### src/shf_pkg.sv
// Package: register map, field layout and carrier types of the system handler block
package shf_pkg;

    // ------------------------------------------------------------------
    // Register bus shape
    // ------------------------------------------------------------------
    localparam int          ADDR_W      = 8;
    localparam logic [1:0]  SIZE_BYTE   = 2'h0;     // One byte lane
    localparam logic [1:0]  SIZE_HALF   = 2'h1;     // Aligned halfword
    localparam logic [1:0]  SIZE_WORD   = 2'h2;     // Full word

    // ------------------------------------------------------------------
    // Register byte offsets
    // ------------------------------------------------------------------
    localparam logic [7:0]  OFS_PRIO_A  = 8'h00;    // handler_priority_word_a
    localparam logic [7:0]  OFS_PRIO_B  = 8'h04;    // handler_priority_word_b
    localparam logic [7:0]  OFS_PRIO_C  = 8'h08;    // handler_priority_word_c
    localparam logic [7:0]  OFS_CTRL    = 8'h0C;    // handler_control_state
    localparam logic [7:0]  OFS_FAULT   = 8'h10;    // combined_fault_status
    localparam logic [7:0]  OFS_MM_ADDR = 8'h14;    // protection_fault_address
    localparam logic [7:0]  OFS_BUS_ADR = 8'h18;    // bus_fault_address

    // ------------------------------------------------------------------
    // Implemented bits of each register; all others read zero
    // ------------------------------------------------------------------
    localparam logic [31:0] MASK_PRIO_A = 32'h00FFFFFF;
    localparam logic [31:0] MASK_PRIO_B = 32'hFF000000;
    localparam logic [31:0] MASK_PRIO_C = 32'hFFFF00FF;
    localparam logic [31:0] MASK_CTRL   = 32'h0007FD8B;
    localparam logic [31:0] MASK_FAULT  = 32'h030FBFBB;
    localparam logic [31:0] RESET_WORD  = 32'h00000000;

    // ------------------------------------------------------------------
    // Control and state field positions
    // ------------------------------------------------------------------
    localparam int CS_USG_EN   = 18;
    localparam int CS_BUS_EN   = 17;
    localparam int CS_MEM_EN   = 16;
    localparam int CS_PEND_LSB = 12;                 // Pending flags 15:12
    localparam int CS_SYSTICK  = 11;
    localparam int CS_PENDSV   = 10;
    localparam int CS_MONITOR  = 8;
    localparam int CS_SVC      = 7;
    localparam int CS_USG_ACT  = 3;
    localparam int CS_BUS_ACT  = 1;
    localparam int CS_MEM_ACT  = 0;

    // ------------------------------------------------------------------
    // Fault status field positions (combined word)
    // ------------------------------------------------------------------
    localparam int FS_MM_LSB       = 0;
    localparam int FS_BUS_LSB      = 8;
    localparam int FS_USG_LSB      = 16;
    localparam int FB_ADDR_VALID   = 7;              // Within a byte
    localparam int FB_LAZY_FP      = 5;
    localparam int FB_ENTRY_STACK  = 4;
    localparam int FB_RETURN_UNSTK = 3;
    localparam int FB_IMPRECISE    = 2;
    localparam int FB_DATA         = 1;
    localparam int FB_FETCH        = 0;
    localparam int FU_DIV_ZERO     = 9;              // Within the halfword
    localparam int FU_UNALIGNED    = 8;
    localparam int FU_COPROC       = 3;
    localparam int FU_RET_INTEG    = 2;
    localparam int FU_BAD_STATE    = 1;
    localparam int FU_UNDEF        = 0;

    // ------------------------------------------------------------------
    // Carrier types
    // ------------------------------------------------------------------
    // Events from the core exception and fault logic, one-cycle pulses
    typedef struct packed {
        logic [3:0]  pend_set;      // svc, bus, mem, usage occurred
        logic [6:0]  act_set;       // systick,pendsv,mon,svc,usg,bus,mem entered
        logic [6:0]  act_clr;       // Same order, handler returned
        logic        mm_lazy_fp;
        logic        mm_stack;
        logic        mm_unstack;
        logic        mm_data;       // Data access violation
        logic        mm_fetch;      // Fetch violation
        logic        bus_lazy_fp;
        logic        bus_stack;
        logic        bus_unstack;
        logic        bus_precise;
        logic        bus_imprecise;
        logic        bus_prefetch;
        logic        fetch_issued;  // Faulting instruction was issued
        logic [5:0]  usage_set;     // div0, unaligned, coproc, integ, state, undef
        logic [31:0] fault_addr;    // Address of the faulting data access
    } shf_evt_t;

    // Handler priorities toward the core
    typedef struct packed {
        logic [7:0] protection_fault;
        logic [7:0] bus_fault;
        logic [7:0] usage_fault;
        logic [7:0] supervisor_call;
        logic [7:0] debug_monitor;
        logic [7:0] pendable_service;
        logic [7:0] system_tick;
    } shf_prio_t;

    // Enables and exception state toward the core
    typedef struct packed {
        logic       usage_fault_enable;
        logic       bus_fault_enable;
        logic       protection_fault_enable;
        logic [3:0] pending;        // svc, bus, mem, usage
        logic [6:0] active;         // Same order as act_set
    } shf_state_t;

endpackage : shf_pkg

### src/shf_handler_regs.sv
// System handler priority, control-and-state and fault status registers
//
// Notes on behaviour
// - Word a: mem, bus, usage priority bytes
// - Word b: supervisor call in top byte
// - Word c: tick, pendable service, monitor bytes
// - Byte, halfword, word access touch addressed bytes
// - Hardware and software both update state flags
// - Fault enables at bits 18, 17, 16
// - Pending set on occurrence, cleared on activation
// - Active flags while current or preempted
// - Fault word: usage, bus, protection parts
// - Writing one clears a fault bit
// - Fault bits accumulate until software clears
// - Protection bit 7: address register valid
// - Protection lazy fp, stacking, unstacking flags
// - Data violation sets bit 1, captures address
// - Fetch violation bit 0 only if issued
// - Bus address valid and derived fault flags
// - Precise bit 1 with address, imprecise bit 2
// - Prefetch error bit 0 only if issued
// - May report all bus data faults as imprecise
// - Usage halfword flags bits 9,8,3..0
`timescale 1ns/10ps

module shf_handler_regs #(
    parameter bit PRECISE_BUS_FAULTS = 1'b1    // Zero: data faults go imprecise
) (
    // Clock and reset
    input  wire logic                     CLK,
    input  wire logic                     RESET_N,
    // Register port
    input  wire logic [shf_pkg::ADDR_W-1:0] ADDR,
    input  wire logic [1:0]               SIZE,
    input  wire logic [31:0]              WDATA,
    input  wire logic                     WR,
    input  wire logic                     RD,
    output logic      [31:0]              RDATA,
    // Core event side
    input  wire shf_pkg::shf_evt_t        EVT,
    output shf_pkg::shf_prio_t            PRIO,
    output shf_pkg::shf_state_t           STATE
);
    import shf_pkg::*;

    // ------------------------------------------------------------------
    // State record
    // ------------------------------------------------------------------
    typedef struct packed {
        logic [31:0] prio_a;        // Priority word a
        logic [31:0] prio_b;        // Priority word b
        logic [31:0] prio_c;        // Priority word c
        logic [31:0] ctrl;          // Control and state
        logic [31:0] fault;         // Combined fault status
        logic [31:0] mm_addr;       // Protection fault address
        logic [31:0] bus_addr;      // Bus fault address
        logic [31:0] rdata;         // Read data, one cycle after strobe
    } shf_regs_t;

    shf_regs_t r_ff;                // Registered state
    shf_regs_t nxt_r;               // Next state

    // ------------------------------------------------------------------
    // Access decode
    // ------------------------------------------------------------------
    logic [3:0]  lanes;             // Addressed byte lanes
    logic [31:0] bmask;             // Lanes widened to bits
    logic [7:0]  word_addr;         // Address with lane bits removed
    logic [31:0] wbits;             // Write data limited to lanes
    logic [31:0] act_bits;          // Activation pulses at active positions
    logic [31:0] ret_bits;          // Return pulses at active positions
    logic [3:0]  pend_clr;          // Pending flags cleared by activation
    logic [31:0] fault_set;         // Fault bits set by hardware
    logic        precise_ok;        // Precise report taken
    logic        mm_fetch_q;        // Qualified fetch violation
    logic        bus_fetch_q;       // Qualified prefetch error

    // Byte lanes from size and low address bits
    always_comb begin
        case (SIZE)
            SIZE_BYTE: lanes = 4'h1 << ADDR[1:0];
            SIZE_HALF: lanes = ADDR[1] ? 4'hC : 4'h3;
            default:   lanes = 4'hF;
        endcase
    end

    // One mask bit per data bit
    genvar g;
    generate
        for (g = 0; g < 4; g++) begin : g_lane
            assign bmask[8*g +: 8] = {8{lanes[g]}};
        end
    endgenerate

    assign word_addr = {ADDR[7:2], 2'h0};
    assign wbits     = WDATA & bmask;

    // Expand a seven-flag active vector to its bit positions
    function automatic logic [31:0] place_act(input logic [6:0] v);
        logic [31:0] o;
        o = RESET_WORD;
        o[CS_SYSTICK] = v[6];
        o[CS_PENDSV]  = v[5];
        o[CS_MONITOR] = v[4];
        o[CS_SVC]     = v[3];
        o[CS_USG_ACT] = v[2];
        o[CS_BUS_ACT] = v[1];
        o[CS_MEM_ACT] = v[0];
        return o;
    endfunction : place_act

    // Gather a seven-flag active vector from its bit positions
    function automatic logic [6:0] take_act(input logic [31:0] w);
        return {w[CS_SYSTICK], w[CS_PENDSV], w[CS_MONITOR], w[CS_SVC],
                w[CS_USG_ACT], w[CS_BUS_ACT], w[CS_MEM_ACT]};
    endfunction : take_act

    assign act_bits = place_act(EVT.act_set);
    assign ret_bits = place_act(EVT.act_clr);
    // Svc, bus, mem, usage pending cleared when each is entered
    assign pend_clr = {EVT.act_set[3], EVT.act_set[1], EVT.act_set[0], EVT.act_set[2]};

    // Fault events qualified by issue and reporting option
    assign mm_fetch_q  = EVT.mm_fetch & EVT.fetch_issued;
    assign bus_fetch_q = EVT.bus_prefetch & EVT.fetch_issued;
    assign precise_ok  = PRECISE_BUS_FAULTS & EVT.bus_precise;

    // Hardware fault set pattern
    always_comb begin
        fault_set = RESET_WORD;
        fault_set[FS_MM_LSB + FB_LAZY_FP]       = EVT.mm_lazy_fp;
        fault_set[FS_MM_LSB + FB_ENTRY_STACK]   = EVT.mm_stack;
        fault_set[FS_MM_LSB + FB_RETURN_UNSTK]  = EVT.mm_unstack;
        fault_set[FS_MM_LSB + FB_DATA]          = EVT.mm_data;
        fault_set[FS_MM_LSB + FB_ADDR_VALID]    = EVT.mm_data;
        fault_set[FS_MM_LSB + FB_FETCH]         = mm_fetch_q;
        fault_set[FS_BUS_LSB + FB_LAZY_FP]      = EVT.bus_lazy_fp;
        fault_set[FS_BUS_LSB + FB_ENTRY_STACK]  = EVT.bus_stack;
        fault_set[FS_BUS_LSB + FB_RETURN_UNSTK] = EVT.bus_unstack;
        fault_set[FS_BUS_LSB + FB_DATA]         = precise_ok;
        fault_set[FS_BUS_LSB + FB_ADDR_VALID]   = precise_ok;
        // Precise errors fold into imprecise when not reported precisely
        fault_set[FS_BUS_LSB + FB_IMPRECISE]    = EVT.bus_imprecise
                                                | (EVT.bus_precise & ~precise_ok);
        fault_set[FS_BUS_LSB + FB_FETCH]        = bus_fetch_q;
        fault_set[FS_USG_LSB + FU_DIV_ZERO]     = EVT.usage_set[5];
        fault_set[FS_USG_LSB + FU_UNALIGNED]    = EVT.usage_set[4];
        fault_set[FS_USG_LSB + FU_COPROC]       = EVT.usage_set[3];
        fault_set[FS_USG_LSB + FU_RET_INTEG]    = EVT.usage_set[2];
        fault_set[FS_USG_LSB + FU_BAD_STATE]    = EVT.usage_set[1];
        fault_set[FS_USG_LSB + FU_UNDEF]        = EVT.usage_set[0];
    end

    // ------------------------------------------------------------------
    // Next state
    // ------------------------------------------------------------------
    always_comb begin
        nxt_r = r_ff;
        // Priority words, only addressed and implemented bytes change
        if (WR && word_addr == OFS_PRIO_A) begin
            nxt_r.prio_a = ((r_ff.prio_a & ~bmask) | wbits) & MASK_PRIO_A;
        end
        if (WR && word_addr == OFS_PRIO_B) begin
            nxt_r.prio_b = ((r_ff.prio_b & ~bmask) | wbits) & MASK_PRIO_B;
        end
        if (WR && word_addr == OFS_PRIO_C) begin
            nxt_r.prio_c = ((r_ff.prio_c & ~bmask) | wbits) & MASK_PRIO_C;
        end
        // Software may set or remove pending and active state
        if (WR && word_addr == OFS_CTRL) begin
            nxt_r.ctrl = ((r_ff.ctrl & ~bmask) | wbits) & MASK_CTRL;
        end
        // Exception processing on top; entry wins over a same-cycle return
        nxt_r.ctrl[CS_PEND_LSB +: 4] = (nxt_r.ctrl[CS_PEND_LSB +: 4] & ~pend_clr)
                                     | EVT.pend_set;
        nxt_r.ctrl = ((nxt_r.ctrl & ~ret_bits) | act_bits) & MASK_CTRL;
        // Write one to clear, hardware set wins over the clear
        if (WR && word_addr == OFS_FAULT) begin
            nxt_r.fault = r_ff.fault & ~wbits;
        end
        nxt_r.fault = (nxt_r.fault | fault_set) & MASK_FAULT;
        // Address capture for data faults
        if (EVT.mm_data) begin
            nxt_r.mm_addr = EVT.fault_addr;
        end
        if (precise_ok) begin
            nxt_r.bus_addr = EVT.fault_addr;
        end
        // Read data for the next cycle only
        nxt_r.rdata = RESET_WORD;
        if (RD) begin
            case (word_addr)
                OFS_PRIO_A:  nxt_r.rdata = r_ff.prio_a;
                OFS_PRIO_B:  nxt_r.rdata = r_ff.prio_b;
                OFS_PRIO_C:  nxt_r.rdata = r_ff.prio_c;
                OFS_CTRL:    nxt_r.rdata = r_ff.ctrl;
                OFS_FAULT:   nxt_r.rdata = r_ff.fault;
                OFS_MM_ADDR: nxt_r.rdata = r_ff.mm_addr;
                OFS_BUS_ADR: nxt_r.rdata = r_ff.bus_addr;
                default:     nxt_r.rdata = RESET_WORD;                // Unmapped reads zero
            endcase
        end
    end

    // ------------------------------------------------------------------
    // State register
    // ------------------------------------------------------------------
    always_ff @(posedge CLK) begin
        if (!RESET_N) begin
            r_ff <= '0;
        end else begin
            r_ff <= nxt_r;
        end
    end

    // ------------------------------------------------------------------
    // Outputs
    // ------------------------------------------------------------------
    assign RDATA = r_ff.rdata;

    assign PRIO.protection_fault = r_ff.prio_a[7:0];
    assign PRIO.bus_fault        = r_ff.prio_a[15:8];
    assign PRIO.usage_fault      = r_ff.prio_a[23:16];
    assign PRIO.supervisor_call  = r_ff.prio_b[31:24];
    assign PRIO.debug_monitor    = r_ff.prio_c[7:0];
    assign PRIO.pendable_service = r_ff.prio_c[23:16];
    assign PRIO.system_tick      = r_ff.prio_c[31:24];

    assign STATE.usage_fault_enable      = r_ff.ctrl[CS_USG_EN];
    assign STATE.bus_fault_enable        = r_ff.ctrl[CS_BUS_EN];
    assign STATE.protection_fault_enable = r_ff.ctrl[CS_MEM_EN];
    assign STATE.pending                 = r_ff.ctrl[CS_PEND_LSB +: 4];
    assign STATE.active                  = take_act(r_ff.ctrl);

    // ------------------------------------------------------------------
    // Checks
    // ------------------------------------------------------------------
    chk_pend_clear_entry: assert property (@(posedge CLK) disable iff (!RESET_N)
        EVT.act_set[0] && !EVT.pend_set[1] && !WR |=> !STATE.pending[1])
        else $error("mem pending not cleared on entry");

    chk_active_set_entry: assert property (@(posedge CLK) disable iff (!RESET_N)
        EVT.act_set[6] |=> r_ff.ctrl[CS_SYSTICK] && STATE.active[6])
        else $error("systick active not set on entry");

    chk_fault_sticky: assert property (@(posedge CLK) disable iff (!RESET_N)
        r_ff.fault[FS_BUS_LSB + FB_IMPRECISE] && !(WR && word_addr == OFS_FAULT)
        |=> r_ff.fault[FS_BUS_LSB + FB_IMPRECISE])
        else $error("fault bit lost without clear");

    chk_w1c_clear: assert property (@(posedge CLK) disable iff (!RESET_N)
        WR && word_addr == OFS_FAULT && wbits[FS_USG_LSB + FU_UNDEF]
        && !EVT.usage_set[0] |=> !r_ff.fault[FS_USG_LSB + FU_UNDEF])
        else $error("write one did not clear fault bit");

    chk_data_addr_cap: assert property (@(posedge CLK) disable iff (!RESET_N)
        EVT.mm_data |=> r_ff.mm_addr == $past(EVT.fault_addr)
        && r_ff.fault[FS_MM_LSB + FB_ADDR_VALID] && r_ff.fault[FS_MM_LSB + FB_DATA])
        else $error("data violation not captured");

    chk_precise_cap: assert property (@(posedge CLK) disable iff (!RESET_N)
        EVT.bus_precise && PRECISE_BUS_FAULTS |=> r_ff.bus_addr == $past(EVT.fault_addr)
        && r_ff.fault[FS_BUS_LSB + FB_DATA])
        else $error("precise bus error not captured");

    chk_fetch_issued: assert property (@(posedge CLK) disable iff (!RESET_N)
        !r_ff.fault[FS_MM_LSB + FB_FETCH] && !EVT.fetch_issued
        |=> !r_ff.fault[FS_MM_LSB + FB_FETCH])
        else $error("fetch violation flagged without issue");

    chk_reserved_zero: assert property (@(posedge CLK) disable iff (!RESET_N)
        ((r_ff.prio_b & ~MASK_PRIO_B) == RESET_WORD) && ((r_ff.ctrl & ~MASK_CTRL) == RESET_WORD)
        && ((r_ff.fault & ~MASK_FAULT) == RESET_WORD))
        else $error("reserved bit set");

    chk_byte_write: assert property (@(posedge CLK) disable iff (!RESET_N)
        WR && word_addr == OFS_PRIO_A
        |=> (r_ff.prio_a & ~$past(bmask)) == ($past(r_ff.prio_a) & ~$past(bmask)))
        else $error("write disturbed unaddressed bytes");

    chk_read_latency: assert property (@(posedge CLK) disable iff (!RESET_N)
        RD && word_addr == OFS_PRIO_C |=> RDATA == $past(r_ff.prio_c) ##1 RDATA == RESET_WORD
        || $past(RD))
        else $error("read data wrong or late");

    chk_pend_set_event: assert property (@(posedge CLK) disable iff (!RESET_N)
        EVT.pend_set[3] |=> STATE.pending[3])
        else $error("svc pending not set on occurrence");

    chk_prefetch_issued: assert property (@(posedge CLK) disable iff (!RESET_N)
        !r_ff.fault[FS_BUS_LSB + FB_FETCH] && !EVT.fetch_issued
        |=> !r_ff.fault[FS_BUS_LSB + FB_FETCH])
        else $error("prefetch error flagged without issue");

    chk_derived_flags: assert property (@(posedge CLK) disable iff (!RESET_N)
        EVT.mm_stack && EVT.bus_stack
        |=> r_ff.fault[FS_MM_LSB + FB_ENTRY_STACK] && r_ff.fault[FS_BUS_LSB + FB_ENTRY_STACK])
        else $error("stacking fault not flagged");

    chk_usage_flag_set: assert property (@(posedge CLK) disable iff (!RESET_N)
        EVT.usage_set[5] |=> r_ff.fault[FS_USG_LSB + FU_DIV_ZERO])
        else $error("divide by zero flag not set");

endmodule : shf_handler_regs

### config.mk
export PLATFORM = sky130hd
export DESIGN_NAME = shf_handler_regs
export DESIGN_NICKNAME = d
export VERILOG_FILES = /design/src/shf_pkg.sv /design/src/shf_handler_regs.sv
export SDC_FILE = /design/constraint.sdc
export NUM_CORES = 1
export LEC_CHECK = 0
export BUFFER_PORTS_ARGS = -buffer_cell sky130_fd_sc_hd__buf_4
export CORE_ASPECT_RATIO = 1.75
export CORE_MARGIN = 10
export CORE_UTILIZATION = 40
export DETAILED_ROUTE_END_ITERATION = 12
export PLACE_DENSITY_LB_ADDON = 0.08
export SYNTH_ARGS = -nofsm -noshare
export SYNTH_HDL_FRONTEND = slang
export SYNTH_SLANG_ARGS = --single-unit
export TNS_END_PERCENT = 20
### constraint.sdc
create_clock -name CLK -period 3.49 [get_ports CLK]
set_input_delay 0.698 -clock CLK [delete_from_list [all_inputs] [get_ports CLK]]
set_output_delay 0.698 -clock CLK [all_outputs]
set_load 0.05 [all_outputs]
==> out/results.ini <==
[timing]
worst_pin_slew_ns = 0.847
final_hold_viol_count = 0
skew_ns = 0.00685
fin_setup_tns_ns = 0
relSlewSlack_pct = 43.5
setup_violations = 0
slew_violations = 0
finalCritPeriodShare_pct = 61.8
fin_crit_ns = 2.16
fmax_mhz = 464
setup_ws_ns = 1.33
whs_ns = 0.460
grt_setup_unrepaired = false

[synth]
synth.most_common_cell = dfxtp_1
synth_fa_ha_area_share_pct = 0
synth_seq_cells = 185
syn-instance-count = 870
synthMuxAreaShare_pct = 11.9
synth.distinct_cells = 40
synth.top_cells.by_count = dfxtp_1, buf_4, mux2i_1, nand2_1, nor2_1
synth_compound_area_share_pct = 15.6
synthSimpleGateAreaFrac_pct = 13.3
async_flop_share_pct = 0
synth_xor_area_share_pct = 0
syn_area_um2 = 8060
synth_top_cell_by_area = dfxtp_1
synth_flop_cell = dfxtp_1
synth_top_family_by_area = compound AO/OA/AOI/OAI gates
synth_warnings = 0
synth.avg_cell_area_um2 = 9.26
synth_edf_count = 0
synth-seq-area-share_pct = 46.0
synth_nets = 984
synth_top_area_share_pct = 46.0
synth_area_leaders = dfxtp_1, mux2i_1, buf_4, nand2_1, nor2_1

[pwr]
power_frac_comb_pct = 9.4
leakagePower_nw = 3.99
p_total_mw = 4.43
p_seq_share_pct = 50.4
power_density_nw_per_um2 = 457
p_int_mw = 3.30
power.switching_mw = 1.12
clkPwrFrac_pct = 40.2
p_sw_share_pct = 25.4
vdd_ir_drop_max_mv = 0.270

[cts]
cts_root_buf = clkbuf_16
clk_pin_slew_ns = 0.07
numCtsBuffers = 17
postCtsResizedCells = 0
cts_setup_buffers = 0
h-tree-depth = 4
cts_hold_buffers = 0
cts.sinks = 185
cts_buffer_depth = 2
tritoncts = yes
worst_skew_pair.late_latency_ns = 0.43

[die]
start_util_pct = 40.8
core_area_um2 = 19700
die_w_um = 127
row_count = 68
die_h_um = 208
dieArea_um2 = 26400
io_pins = 216

[grt]
grt_pass1_vias = 6873
grt_pass1_wl_mm = 39.7
antenna_found_initial = 1
use_met1_pct = 20.8
grt_start_max_net_pins = 89
overflow = 0
grt.total_usage_pct = 19.0
grt_busiest_layer = met2
grt_util_met2_pct = 34.0
grtUsageMet3_pct = 4.73

[placement]
dpl-instance-area_um2 = 9150
pre_cts_ws_ns = 0.899
dpl.hpwl_mm = 19.1
gp_congestion = 0.804
io_buffers = 215

[detailed_routing]
drtPass1Iterations = 6
drt_iter0_markers = 528
wl_mm = 26.1
antenna_left = 0
wl_per_cell_um = 21.3
vias = 6573
drc = 0
via_per_inst = 5.38

[setup_path]
worstPathArrival_ns = 2.45
r2r_cells = 2
crit_slowest_cell = or4_4
crit_path_start = ADDR[7]
cp-end-kind = flop
reg2reg_from = STATE[9]$_SDFF_PN0_
required_ns = 3.78
crit_type = input pin to flop
startpoint_type = input pin
cp_max_fo = 7
cpPeakStageDelay_ns = 0.58
worstPathCellList = buf_4, or4_4, or3_1, a21oi_2, a311oi_1

[flow_run]
maxCapViolCount = 0

[min_path]
hold_class = input pin to flop
worstHoldPathCells = 2
min_from = WDATA[19]

[cells_and_area]
nFillCells = 1932
multi_input_area_um2 = 3310
register_area_um2 = 3700
drive_above_1_share_pct = 28.5
final_area_um2 = 9690
fin_nets = 1078
area_growth_syn_to_layout_pct = 20.3

[run_status]
status = finished, final reports clean

[per-stage QoR]
stage	cells	utilization, %
3_3_place_gp	1190	46.4
4_1_cts	1221	49.1
3_5_place_dp	1190	46.4
5_1_grt	1222	49.1
6_report	1222	49.1
2_1_floorplan	870	-
[power groups by stage]
stage	clock network, mW	registers (mW)	logic [mW]
after detailed placement	0	2.28	0.420
after CTS	1.82	2.23	0.421
after global routing	1.92	2.24	0.455
after global placement	0	2.28	0.415
final	1.78	2.23	0.417
after floorplan	0	2.26	0.243
[layer usage]
metal	share of wire (%)	vias to the layer above
li1	-	3170
met1	38	3162
met2	53	210
met3	5.8	31
met4	2.5	0
met5	0	-
[cells in the final DEF (no fill, tap or decap), types with 3 or more instances in the layout]
master / netlist / routed
o311ai_1: 3 / 3
a2111o_1: 3 / 3
inv_1: 22 / 22
buf_4: 102 / 227
mux2i_1: 96 / 96
clkbuf_16: 0 / 17
a31oi_1: 24 / 24
nor2_1: 71 / 67
nand3b_1: 7 / 7
nor2_2: 2 / 4
nand4b_1: 7 / 7
o211ai_1: 7 / 7
clkinvlp_4: 0 / 4
nor2_4: 3 / 5
o2111ai_1: 4 / 4
a21oi_1: 33 / 33
o21ai_0: 45 / 45
a22oi_1: 32 / 32
inv_6: 0 / 3
dfxtp_1: 185 / 185
nand2_1: 92 / 92
nand3_1: 33 / 32
a222oi_1: 25 / 25
[critical path: cells and delay by family]
family | cells | cell delay, ns
buf+inv | 1 | 0.13
simple gates | 2 | 1.01
compound gates | 2 | 0.61
[path summary, 6_finish.rpt]
path	to	slack, ns
max	r_ff[104]$_SDFF_PN0_	1.33
min	r_ff[115]$_SDFF_PN0_	0.46
max reg2reg	RDATA[14]$_SDFF_PN0_	2.52
min reg2reg	flop	0.48
[layout make-up]
cell class	count	area share (%)
well taps	245	3.16
multi-input cells	508	34.2
inverters	23	0.891
clock buffers	20	4.61
repair buffers	229	18.0
clock inverters	11	0.929
flip-flops and latches	185	38.2
diodes	1	0.0258
[cells by family after synthesis]
logic type             after synthesis
buffers and inverters              177
DFF                                185
AOI/OAI and AO/OA                  183
muxes                               96
and+or+nand+nor                    229
Power figures use the tool's default switching activity.
